## src/atdp_pkg.sv

```systemverilog
// Purpose: shared constants for the AT bus data path slice and its controller
// Assumes: one 25 MHz clock (pclk), asynchronous active-low reset (presetn)
// Notes: register map belongs to the controller end only
package atdp_pkg;
  localparam int ATDP_DW = 16;
  localparam int ATDP_BW = 8;
  localparam logic ATDP_ODD_PARITY = 1'b1;
  // source select encoding {at_source_select_2, at_source_select_1}
  localparam logic [1:0] ATDP_SRC_SD = 2'h0;
  localparam logic [1:0] ATDP_SRC_XD = 2'h1;
  localparam logic [1:0] ATDP_SRC_WBUF = 2'h2;
  localparam logic [1:0] ATDP_SRC_HOLD = 2'h3;
  // apb register offsets
  localparam logic [11:0] ATDP_CTRL_OFS = 12'h000;
  localparam logic [11:0] ATDP_STRB_OFS = 12'h004;
  localparam logic [11:0] ATDP_STAT_OFS = 12'h008;
  // control register fields
  localparam int ATDP_C_SRC1 = 0;
  localparam int ATDP_C_SRC2 = 1;
  localparam int ATDP_C_CONV = 2;
  localparam int ATDP_C_DIRSEL = 3;
  localparam int ATDP_C_LWR = 4;
  localparam int ATDP_C_WBEN = 5;
  localparam int ATDP_C_HALF = 6;
  localparam int ATDP_C_TDIR = 7;
  localparam int ATDP_C_OE = 8;
  localparam int ATDP_CTRL_W = 9;
  localparam logic [ATDP_CTRL_W-1:0] ATDP_CTRL_RST = 9'h000;
  // strobe register fields (write one to pulse)
  localparam int ATDP_S_LATCH = 0;
  localparam int ATDP_S_POST = 1;
  // status register fields
  localparam int ATDP_T_PARL = 0;
  localparam int ATDP_T_PARH = 1;
  localparam logic ATDP_CLK_INVERT = 1'b0;
endpackage

```

## src/atdp_link_if.sv

```systemverilog
// Purpose: control link between the controller end and the data path slice
// Assumes: both ends run on pclk
// Notes: strobes are levels; the slice acts on their rising transitions
`timescale 1ns/1ps
interface atdp_link_if (
  input wire logic pclk, // system clock
  input wire logic presetn // async reset, active low
);
  logic at_buffer_latch_strobe;
  logic posted_write_strobe;
  logic transceiver_direction;
  logic cpu_bus_output_enable;
  logic clock_invert_select;
  logic at_source_select_1;
  logic at_source_select_2;
  logic at_width_conversion_control;
  logic local_write_buffer_enable;
  logic latched_write_read;
  logic at_buffer_direction_select;
  logic word_half_select;
  logic parity_status_high_byte;
  logic parity_status_low_byte;
  modport dev (
    input pclk, presetn, at_buffer_latch_strobe, posted_write_strobe,
    input transceiver_direction, cpu_bus_output_enable, clock_invert_select,
    input at_source_select_1, at_source_select_2, at_width_conversion_control,
    input local_write_buffer_enable, latched_write_read,
    input at_buffer_direction_select, word_half_select,
    output parity_status_high_byte, parity_status_low_byte
  );
  modport ctrl (
    input pclk, presetn,
    output at_buffer_latch_strobe, posted_write_strobe,
    output transceiver_direction, cpu_bus_output_enable, clock_invert_select,
    output at_source_select_1, at_source_select_2, at_width_conversion_control,
    output local_write_buffer_enable, latched_write_read,
    output at_buffer_direction_select, word_half_select,
    input parity_status_high_byte, parity_status_low_byte
  );
endinterface

```

## src/atdp_slice.sv

```systemverilog
// Purpose: 16-bit data path slice between cpu/local buses and at/peripheral buses
// Assumes: bus inputs synchronous to pclk; two-way pins split into in/out/oe
// Notes: all data and enable outputs are registered, one cycle after their cause
`timescale 1ns/1ps
// Summary of operation
// - local and at sides meet only via buffer
// - at write buffer steered by link controls
// - 8/16-bit sizing, parity generate and check
// - latch at buffer on latch strobe rise
// - transceiver direction sets cpu bus direction
// - output enable gates cpu bus outputs
// - clock invert select high is reserved
// - two source selects plus width conversion input
// - write buffer enable high enables posting
// - half select picks low or high word
// - address line 1 checked against half select in 8-bit and 16-bit
// - posted data captured on posted strobe rise
// - two latched parity status outputs
// - parity pins driven with the local bus, sampled while it is not driven
// - direction select: local side source or destination
// - 16-bit cpu, local, at; 8-bit peripheral
// - latched write/read gives transfer direction
// - controller drives latched write/read line
// - controller drives output enable without cache
module atdp_slice
  import atdp_pkg::*;
#(
  parameter logic ODD_PARITY = ATDP_ODD_PARITY
) (
  atdp_link_if.dev lk, // control link from the controller
  input wire logic [ATDP_DW-1:0] cpu_data_in, // cpu data bus in
  output logic [ATDP_DW-1:0] cpu_data_out, // cpu data bus out
  output logic cpu_data_oe, // cpu data bus drive
  input wire logic [ATDP_DW-1:0] extended_local_data_in, // local bus in
  output logic [ATDP_DW-1:0] extended_local_data_out, // local bus out
  output logic extended_local_data_oe, // local bus drive
  input wire logic local_parity_low_in, // low byte parity in
  input wire logic local_parity_high_in, // high byte parity in
  output logic local_parity_low_out, // low byte parity out
  output logic local_parity_high_out, // high byte parity out
  output logic local_parity_oe, // parity pins drive
  input wire logic [ATDP_DW-1:0] at_data_in, // at system data in
  output logic [ATDP_DW-1:0] at_data_out, // at system data out
  output logic at_data_oe, // at system data drive
  input wire logic [ATDP_BW-1:0] peripheral_data_in, // peripheral data in
  output logic [ATDP_BW-1:0] peripheral_data_out, // peripheral data out
  output logic peripheral_data_oe, // peripheral data drive
  input wire logic at_addr0, // at address line 0, byte lane
  input wire logic at_addr1, // at address line 1, word half
  input wire logic cpu_ready // cpu/local bus ready
);
  // ==========================================================
  // decode of link controls
  logic [1:0] src;
  logic conv, lsrc, wr, act, frozen;
  logic lat_rise, pw_rise;
  logic [ATDP_DW-1:0] at_src, loc_src, conv_out;
  logic [ATDP_BW-1:0] xd_byte;
  logic lat_q, pw_q;
  logic [ATDP_DW-1:0] at_buf, wbuf;

  assign src = {lk.at_source_select_2, lk.at_source_select_1};
  assign conv = lk.at_width_conversion_control;
  assign lsrc = lk.at_buffer_direction_select;
  assign wr = lk.latched_write_read;
  assign act = (at_addr1 == lk.word_half_select);
  assign frozen = lk.clock_invert_select;
  assign lat_rise = lk.at_buffer_latch_strobe & ~lat_q;
  assign pw_rise = lk.posted_write_strobe & ~pw_q;
  assign loc_src = lk.transceiver_direction ? cpu_data_in : extended_local_data_in;

  // at side source, 8-bit data mirrored onto both lanes
  always_comb begin
    case (src)
      ATDP_SRC_SD: at_src = conv ? {2{at_data_in[ATDP_BW-1:0]}} : at_data_in;
      ATDP_SRC_XD: at_src = {2{peripheral_data_in}};
      ATDP_SRC_WBUF: at_src = wbuf;
      default: at_src = at_buf;
    endcase
  end

  // buffer toward 8-bit at side: lane picked by address line 0
  assign conv_out = at_addr0 ? {2{at_buf[ATDP_DW-1:ATDP_BW]}} : {2{at_buf[ATDP_BW-1:0]}};
  assign xd_byte = conv_out[ATDP_BW-1:0];

  function automatic logic par_gen(input logic [ATDP_BW-1:0] b);
    par_gen = ^b ^ ODD_PARITY;
  endfunction

  // ==========================================================
  // buffers and strobe edge detection
  logic [ATDP_DW-1:0] next_at_buf, next_wbuf;
  always_comb begin
    next_at_buf = at_buf;
    next_wbuf = wbuf;
    // reserved clock setting: nothing is captured while it is high
    if (lat_rise && !frozen) begin
      if (lsrc) begin
        next_at_buf = loc_src;
      end else if (act) begin
        if (!conv || at_addr0) begin
          next_at_buf[ATDP_DW-1:ATDP_BW] = at_src[ATDP_DW-1:ATDP_BW];
        end
        if (!conv || !at_addr0) begin
          next_at_buf[ATDP_BW-1:0] = at_src[ATDP_BW-1:0];
        end
      end
    end
    if (pw_rise && lk.local_write_buffer_enable && !frozen) begin
      next_wbuf = loc_src;
    end
  end

  always_ff @(posedge lk.pclk or negedge lk.presetn) begin
    if (!lk.presetn) begin
      lat_q <= 1'b0;
      pw_q <= 1'b0;
      at_buf <= '0;
      wbuf <= '0;
    end else begin
      lat_q <= lk.at_buffer_latch_strobe;
      pw_q <= lk.posted_write_strobe;
      at_buf <= next_at_buf;
      wbuf <= next_wbuf;
    end
  end

  // ==========================================================
  // bus drivers
  logic loc_from_at;
  logic [ATDP_DW-1:0] next_cpu_out, next_el_out, next_at_out;
  logic [ATDP_BW-1:0] next_xd_out;
  logic next_cpu_oe, next_el_oe, next_at_oe, next_xd_oe, next_par_oe;
  logic next_par_l, next_par_h;
  logic [ATDP_DW-1:0] at_drv;

  assign loc_from_at = ~lsrc & ~wr;
  assign at_drv = (src == ATDP_SRC_WBUF) ? wbuf : (conv ? conv_out : at_buf);

  always_comb begin
    next_el_oe = loc_from_at | (wr & lk.transceiver_direction);
    next_el_out = loc_from_at ? at_buf : cpu_data_in;
    next_cpu_oe = lk.cpu_bus_output_enable & ~lk.transceiver_direction;
    next_cpu_out = loc_from_at ? at_buf : extended_local_data_in;
    next_par_oe = next_el_oe;
    next_par_l = par_gen(next_el_out[ATDP_BW-1:0]);
    next_par_h = par_gen(next_el_out[ATDP_DW-1:ATDP_BW]);
    // local side as source: buffer flows outward to the selected at bus
    next_at_oe = lsrc & wr & act & (src != ATDP_SRC_XD) & (src != ATDP_SRC_HOLD);
    next_at_out = at_drv;
    next_xd_oe = lsrc & wr & act & (src == ATDP_SRC_XD);
    next_xd_out = xd_byte;
  end

  always_ff @(posedge lk.pclk or negedge lk.presetn) begin
    if (!lk.presetn) begin
      cpu_data_out <= '0;
      cpu_data_oe <= 1'b0;
      extended_local_data_out <= '0;
      extended_local_data_oe <= 1'b0;
      local_parity_low_out <= 1'b0;
      local_parity_high_out <= 1'b0;
      local_parity_oe <= 1'b0;
      at_data_out <= '0;
      at_data_oe <= 1'b0;
      peripheral_data_out <= '0;
      peripheral_data_oe <= 1'b0;
    end else begin
      cpu_data_out <= next_cpu_out;
      cpu_data_oe <= next_cpu_oe;
      extended_local_data_out <= next_el_out;
      extended_local_data_oe <= next_el_oe;
      local_parity_low_out <= next_par_l;
      local_parity_high_out <= next_par_h;
      local_parity_oe <= next_par_oe;
      at_data_out <= next_at_out;
      at_data_oe <= next_at_oe;
      peripheral_data_out <= next_xd_out;
      peripheral_data_oe <= next_xd_oe;
    end
  end

  // ==========================================================
  // parity check, latched at ready while the local bus is read
  logic par_st_l, par_st_h, next_par_st_l, next_par_st_h, chk;
  assign chk = cpu_ready & ~extended_local_data_oe;
  always_comb begin
    next_par_st_l = par_st_l;
    next_par_st_h = par_st_h;
    if (chk) begin
      next_par_st_l = par_gen(extended_local_data_in[ATDP_BW-1:0]) ^ local_parity_low_in;
      next_par_st_h = par_gen(extended_local_data_in[ATDP_DW-1:ATDP_BW]) ^ local_parity_high_in;
    end
  end

  always_ff @(posedge lk.pclk or negedge lk.presetn) begin
    if (!lk.presetn) begin
      par_st_l <= 1'b0;
      par_st_h <= 1'b0;
    end else begin
      par_st_l <= next_par_st_l;
      par_st_h <= next_par_st_h;
    end
  end

  assign lk.parity_status_low_byte = par_st_l;
  assign lk.parity_status_high_byte = par_st_h;
endmodule

```

## src/flat_wrapper.sv

```systemverilog
// flat-port wrapper written by rule: the top's interface ports become plain ports
module atdp_slice_flat import atdp_pkg::*;
#(
  parameter logic ODD_PARITY = ATDP_ODD_PARITY
)
  (cpu_data_in, cpu_data_out, cpu_data_oe, extended_local_data_in, extended_local_data_out, extended_local_data_oe, local_parity_low_in, local_parity_high_in, local_parity_low_out, local_parity_high_out, local_parity_oe, at_data_in, at_data_out, at_data_oe, peripheral_data_in, peripheral_data_out, peripheral_data_oe, at_addr0, at_addr1, cpu_ready, pclk, presetn, lk_at_buffer_latch_strobe, lk_posted_write_strobe, lk_transceiver_direction, lk_cpu_bus_output_enable, lk_clock_invert_select, lk_at_source_select_1, lk_at_source_select_2, lk_at_width_conversion_control, lk_local_write_buffer_enable, lk_latched_write_read, lk_at_buffer_direction_select, lk_word_half_select, lk_parity_status_high_byte, lk_parity_status_low_byte);
  atdp_link_if lk_i (.pclk(pclk), .presetn(presetn));
  input wire logic [ATDP_DW-1:0] cpu_data_in;
  output logic [ATDP_DW-1:0] cpu_data_out;
  output logic cpu_data_oe;
  input wire logic [ATDP_DW-1:0] extended_local_data_in;
  output logic [ATDP_DW-1:0] extended_local_data_out;
  output logic extended_local_data_oe;
  input wire logic local_parity_low_in;
  input wire logic local_parity_high_in;
  output logic local_parity_low_out;
  output logic local_parity_high_out;
  output logic local_parity_oe;
  input wire logic [ATDP_DW-1:0] at_data_in;
  output logic [ATDP_DW-1:0] at_data_out;
  output logic at_data_oe;
  input wire logic [ATDP_BW-1:0] peripheral_data_in;
  output logic [ATDP_BW-1:0] peripheral_data_out;
  output logic peripheral_data_oe;
  input wire logic at_addr0;
  input wire logic at_addr1;
  input wire logic cpu_ready;
  input wire logic pclk;
  input wire logic presetn;
  input wire logic [$bits(lk_i.at_buffer_latch_strobe)-1:0] lk_at_buffer_latch_strobe;
  input wire logic [$bits(lk_i.posted_write_strobe)-1:0] lk_posted_write_strobe;
  input wire logic [$bits(lk_i.transceiver_direction)-1:0] lk_transceiver_direction;
  input wire logic [$bits(lk_i.cpu_bus_output_enable)-1:0] lk_cpu_bus_output_enable;
  input wire logic [$bits(lk_i.clock_invert_select)-1:0] lk_clock_invert_select;
  input wire logic [$bits(lk_i.at_source_select_1)-1:0] lk_at_source_select_1;
  input wire logic [$bits(lk_i.at_source_select_2)-1:0] lk_at_source_select_2;
  input wire logic [$bits(lk_i.at_width_conversion_control)-1:0] lk_at_width_conversion_control;
  input wire logic [$bits(lk_i.local_write_buffer_enable)-1:0] lk_local_write_buffer_enable;
  input wire logic [$bits(lk_i.latched_write_read)-1:0] lk_latched_write_read;
  input wire logic [$bits(lk_i.at_buffer_direction_select)-1:0] lk_at_buffer_direction_select;
  input wire logic [$bits(lk_i.word_half_select)-1:0] lk_word_half_select;
  output wire logic [$bits(lk_i.parity_status_high_byte)-1:0] lk_parity_status_high_byte;
  output wire logic [$bits(lk_i.parity_status_low_byte)-1:0] lk_parity_status_low_byte;
  assign lk_i.at_buffer_latch_strobe = lk_at_buffer_latch_strobe;
  assign lk_i.posted_write_strobe = lk_posted_write_strobe;
  assign lk_i.transceiver_direction = lk_transceiver_direction;
  assign lk_i.cpu_bus_output_enable = lk_cpu_bus_output_enable;
  assign lk_i.clock_invert_select = lk_clock_invert_select;
  assign lk_i.at_source_select_1 = lk_at_source_select_1;
  assign lk_i.at_source_select_2 = lk_at_source_select_2;
  assign lk_i.at_width_conversion_control = lk_at_width_conversion_control;
  assign lk_i.local_write_buffer_enable = lk_local_write_buffer_enable;
  assign lk_i.latched_write_read = lk_latched_write_read;
  assign lk_i.at_buffer_direction_select = lk_at_buffer_direction_select;
  assign lk_i.word_half_select = lk_word_half_select;
  assign lk_parity_status_high_byte = lk_i.parity_status_high_byte;
  assign lk_parity_status_low_byte = lk_i.parity_status_low_byte;
  atdp_slice #(.ODD_PARITY(ODD_PARITY)) u_core (.lk(lk_i), .cpu_data_in(cpu_data_in), .cpu_data_out(cpu_data_out), .cpu_data_oe(cpu_data_oe), .extended_local_data_in(extended_local_data_in), .extended_local_data_out(extended_local_data_out), .extended_local_data_oe(extended_local_data_oe), .local_parity_low_in(local_parity_low_in), .local_parity_high_in(local_parity_high_in), .local_parity_low_out(local_parity_low_out), .local_parity_high_out(local_parity_high_out), .local_parity_oe(local_parity_oe), .at_data_in(at_data_in), .at_data_out(at_data_out), .at_data_oe(at_data_oe), .peripheral_data_in(peripheral_data_in), .peripheral_data_out(peripheral_data_out), .peripheral_data_oe(peripheral_data_oe), .at_addr0(at_addr0), .at_addr1(at_addr1), .cpu_ready(cpu_ready));
endmodule
```

## config.mk

```make
export PLATFORM = sky130hd
export DESIGN_NAME = atdp_slice_flat
export DESIGN_NICKNAME = d
export VERILOG_FILES = /design/src/atdp_pkg.sv /design/src/atdp_link_if.sv /design/src/atdp_slice.sv /design/src/flat_wrapper.sv
export SDC_FILE = /design/constraint.sdc
export NUM_CORES = 1
export LEC_CHECK = 0
export BUFFER_PORTS_ARGS = -buffer_cell sky130_fd_sc_hd__buf_2
export CAP_MARGIN = 20
export CORE_MARGIN = 8
export CORE_UTILIZATION = 36
export DETAILED_ROUTE_END_ITERATION = 8
export PLACE_DENSITY = 0.61
export SYNTH_ARGS = -nofsm -noshare
export SYNTH_HDL_FRONTEND = slang
export SYNTH_SLANG_ARGS = --single-unit
```

## constraint.sdc

```tcl
create_clock -name pclk -period 1.3 [get_ports pclk]
set_input_delay 0.325 -clock pclk [delete_from_list [all_inputs] [get_ports pclk]]
set_output_delay 0.325 -clock pclk [all_outputs]
set_load 0.02 [all_outputs]
```

==> summary.txt <==
Critical path
  • CP endpoint kind: register
  • CP delay by family, top: XOR/XNOR gates
  • CP max FO: 4
  • CP max stage delay: 0.46 ns
  • Crit Path Category: reg -> reg
  • Critical path data arrival time: 1.62 ns
  • WP buf/inv: 0
  • Crit path required time: 1.53 ns
  • Most frequent CP cell: xnor2_1
  • Startpoint Class: register
  • Slowest stage cell, crit path: dfrtp_2
  • Crit-path cells: xnor2_1, xnor2_1, mux2i_1, xnor3_1

Clocking
  • CTS H-Tree Depth: 3
  • Clock latency on the worst-skew pair: 0.36 ns
  • Clk pin slew, worst setup/hold paths: 0.07 ns
  • Clk sinks: 98
  • Root buffer cell: clkbuf_16
  • CTS tree: built
  • CTS Buffer Depth: 2
  • Cts bufs inserted: 9

Synthesis
  • EDFF count, synth: 0
  • Synth warnings: 0
  • Synth Area per Inst: 9.70 um^2
  • Syn Std Cell Area: 4930 um^2
  • Syn_nets: 589
  • Yosys reg bits: 98
  • Main synth FF type: dfrtp_1
  • Post-Syn Instances: 508
  • Sequential share of the synthesized area: 49.8%
  • Post-synth cell types: 32
  • Post-synth ARST share: 100%

Floorplan
  • Initial core utilization: 37.1%
  • Die Width: 133 um
  • Die height: 133 um
  • Die area: 17700 um^2
  • Cell row count: 42
  • I/O Pins: 140
  • Core ar.: 13300 um^2

Route
  • Drt first pass iters: 5
  • DR vias/cell: 4.98
  • Avg WL per Cell: 18.3 um
  • Iter 0 DRT Violations: 192
  • # DRC: 0
  • Routed wire length: 17.1 mm
  • Remaining antenna violation count: 0
  • Via count: 4649

Timing
  • Unrepaired setup endpoints after global routing: true
  • Setup TNS: -0.636 ns
  • Slew Viols, Final: 0
  • Final hold violation count: 0
  • Fin crit period: 1.40 ns
  • Final worst-path cycle share: 107%
  • Fmax: 716 MHz
  • Min setup slack post-route: -0.0965 ns
  • Slew HR: 73.9%
  • Worst slew pin tran: 0.380 ns
  • Endpoints failing setup: 17
  • Fin Clk Skew: 0.0115 ns

Finish
  • Area of the multi-input gates: 2540 um^2
  • Register area: 2470 um^2
  • Area delta synth->final: 50.7%
  • # diodes: 0
  • Filler instances: 1164
  • Fin nets: 834
  • Share of cells above drive strength 1: 47.4%
  • Most common cell after layout, fill and taps aside: buf_2
  • Core Util, Final: 55.8%
  • Commonest non-fill, non-tap cells in the layout: buf_2 (136), buf_4 (116), nand2_1 (106)

Global route
  • First-pass GRT wire length: 26.2 mm
  • Pin count of the biggest net entering global routing: 33
  • Grt ovf: 0
  • GRT Util Overall: 18.9%
  • Number of global-route vias before repair: 4914
  • Initial antenna violation count: 1

Pwr
  • Leak pwr: 3.74 nW
  • VDD IR-drop max: 0.766 mV
  • Pwr dens: 1420 nW/um^2
  • Overall power: 10.6 mW

Hold path
  • Worst min-delay path category: in -> reg

Run status
  • Outcome: complete, but fails checks
  • Failing checks: negative setup slack

Placement
  • IO Port Bufs: 139
  • DP HPWL: 13.3 mm
  • Placer Congestion: 0.948

Run
  • Max_cap viols: 0
## layout make-up
type,count,area share (%)
clock buffers,12,3.45
multi-input cells,367,34.3
inverters,8,0.640
repair buffers,269,24.8
well taps,176,2.97
clock inverters,4,0.674
flip-flops and latches,98,33.2
## registers in the layout (all words and copies together) (netlist names), 8 cells and up
register,count
u_core.extended_local_data_out,16
u_core.at_buf,16
u_core.cpu_data_out,16
u_core.peripheral_data_out,8
u_core.wbuf,16
u_core.at_data_out,16
## stage by stage
stage,setup slack (ns),area [um^2],hold WS (ns),cells
3_3_place_gp,-0.571,6660,0.217,898
2_1_floorplan,-0.180,5030,0.0294,508
5_1_grt,-0.140,7420,0.0785,934
3_5_place_dp,-0.614,6660,0.223,898
4_1_cts,-0.0994,7150,0.0820,921
6_report,-0.0965,7420,0.0883,934
## power breakdown
part | internal (mW) | switching, mW | total [mW]
clock | 1.59 | 1.17 | 2.76
sequential | 3.63 | 0.429 | 4.06
combinational | 1.84 | 1.89 | 3.73
total | 7.07 | 3.49 | 10.6
## synth_stat cells (all sizes together) (2+ instances only)
| library cell | number | area share, % |
|---|---|---|
| a211oi | 4 | 0.61 |
| inv | 8 | 0.61 |
| xnor3 | 4 | 1.8 |
| xor2 | 8 | 1.4 |
| buf | 21 | 2.6 |
| mux2i | 39 | 8.0 |
| xnor2 | 23 | 4.1 |
| a22oi | 16 | 2.4 |
| nor2b | 5 | 0.63 |
| a21oi | 21 | 2.2 |
| nor2 | 30 | 2.3 |
| or2 | 10 | 1.3 |
| o31ai | 8 | 1.2 |
| mux2 | 8 | 1.8 |
| nand2b | 2 | 0.25 |
| ha | 6 | 1.5 |
| o21ai | 72 | 7.5 |
| dfrtp | 98 | 50 |
| nand2 | 106 | 8.1 |
| clkbuf | 14 | 1.1 |
## final timing paths
check	startpoint	end	slack, ns	cells after the start
worst max-delay path	u_core.at_buf[11]	u_core.local_parity_high_out	-0.1	4
worst min-delay path	lk_posted_write_strobe	u_core.pw_q	0.09	1
worst max register to register	u_core.at_buf[11]	u_core.local_parity_high_out	-0.1	4
worst min register to register	u_core.lk.parity_status_high_byte	u_core.lk.parity_status_high_byte	0.49	2
max in group asynchronous	presetn	u_core.at_buf[4]	0.44	3
min in group asynchronous	presetn	u_core.extended_local_data_out[10]	0.39	2
## cell families after synthesis
logic type | share of synthesized area, %
AO/OA/AOI/OAI | 13.9
adder cells (fa/ha/maj) | 1.52
XOR/XNOR | 7.34
AND/OR/NAND/NOR | 13.4
buffers and inverters | 4.24
multiplexers | 9.83
flip-flops | 49.8
## worst register-to-register path, stage by stage (launching register included)
cell     delay [ns]
dfrtp_2        0.46
xnor2_1        0.15
xnor2_1        0.13
mux2i_1        0.19
xnor3_1        0.34
## per-layer routing
| metal | global-route usage (%) | part of all wire, % | vias up |
|---|---|---|---|
| li1 | - | - | 2204 |
| met1 | 23.4 | 41 | 2231 |
| met2 | 30.8 | 49 | 177 |
| met3 | 4.43 | 6.6 | 35 |
| met4 | 8.45 | 3.0 | 2 |
| met5 | 0 | 0.058 | - |
## repair_timing
action                                  CTS  global route
hold buffers                              1             0
endpoints found under the setup margin   32            33
hold endpoints to repair                 13             0
setup buffers                             5            11
gates resized for setup                  43            45
pin swaps                                 6            11
cloned                                    1             2
No activity file was read; power rests on OpenSTA's default activity.
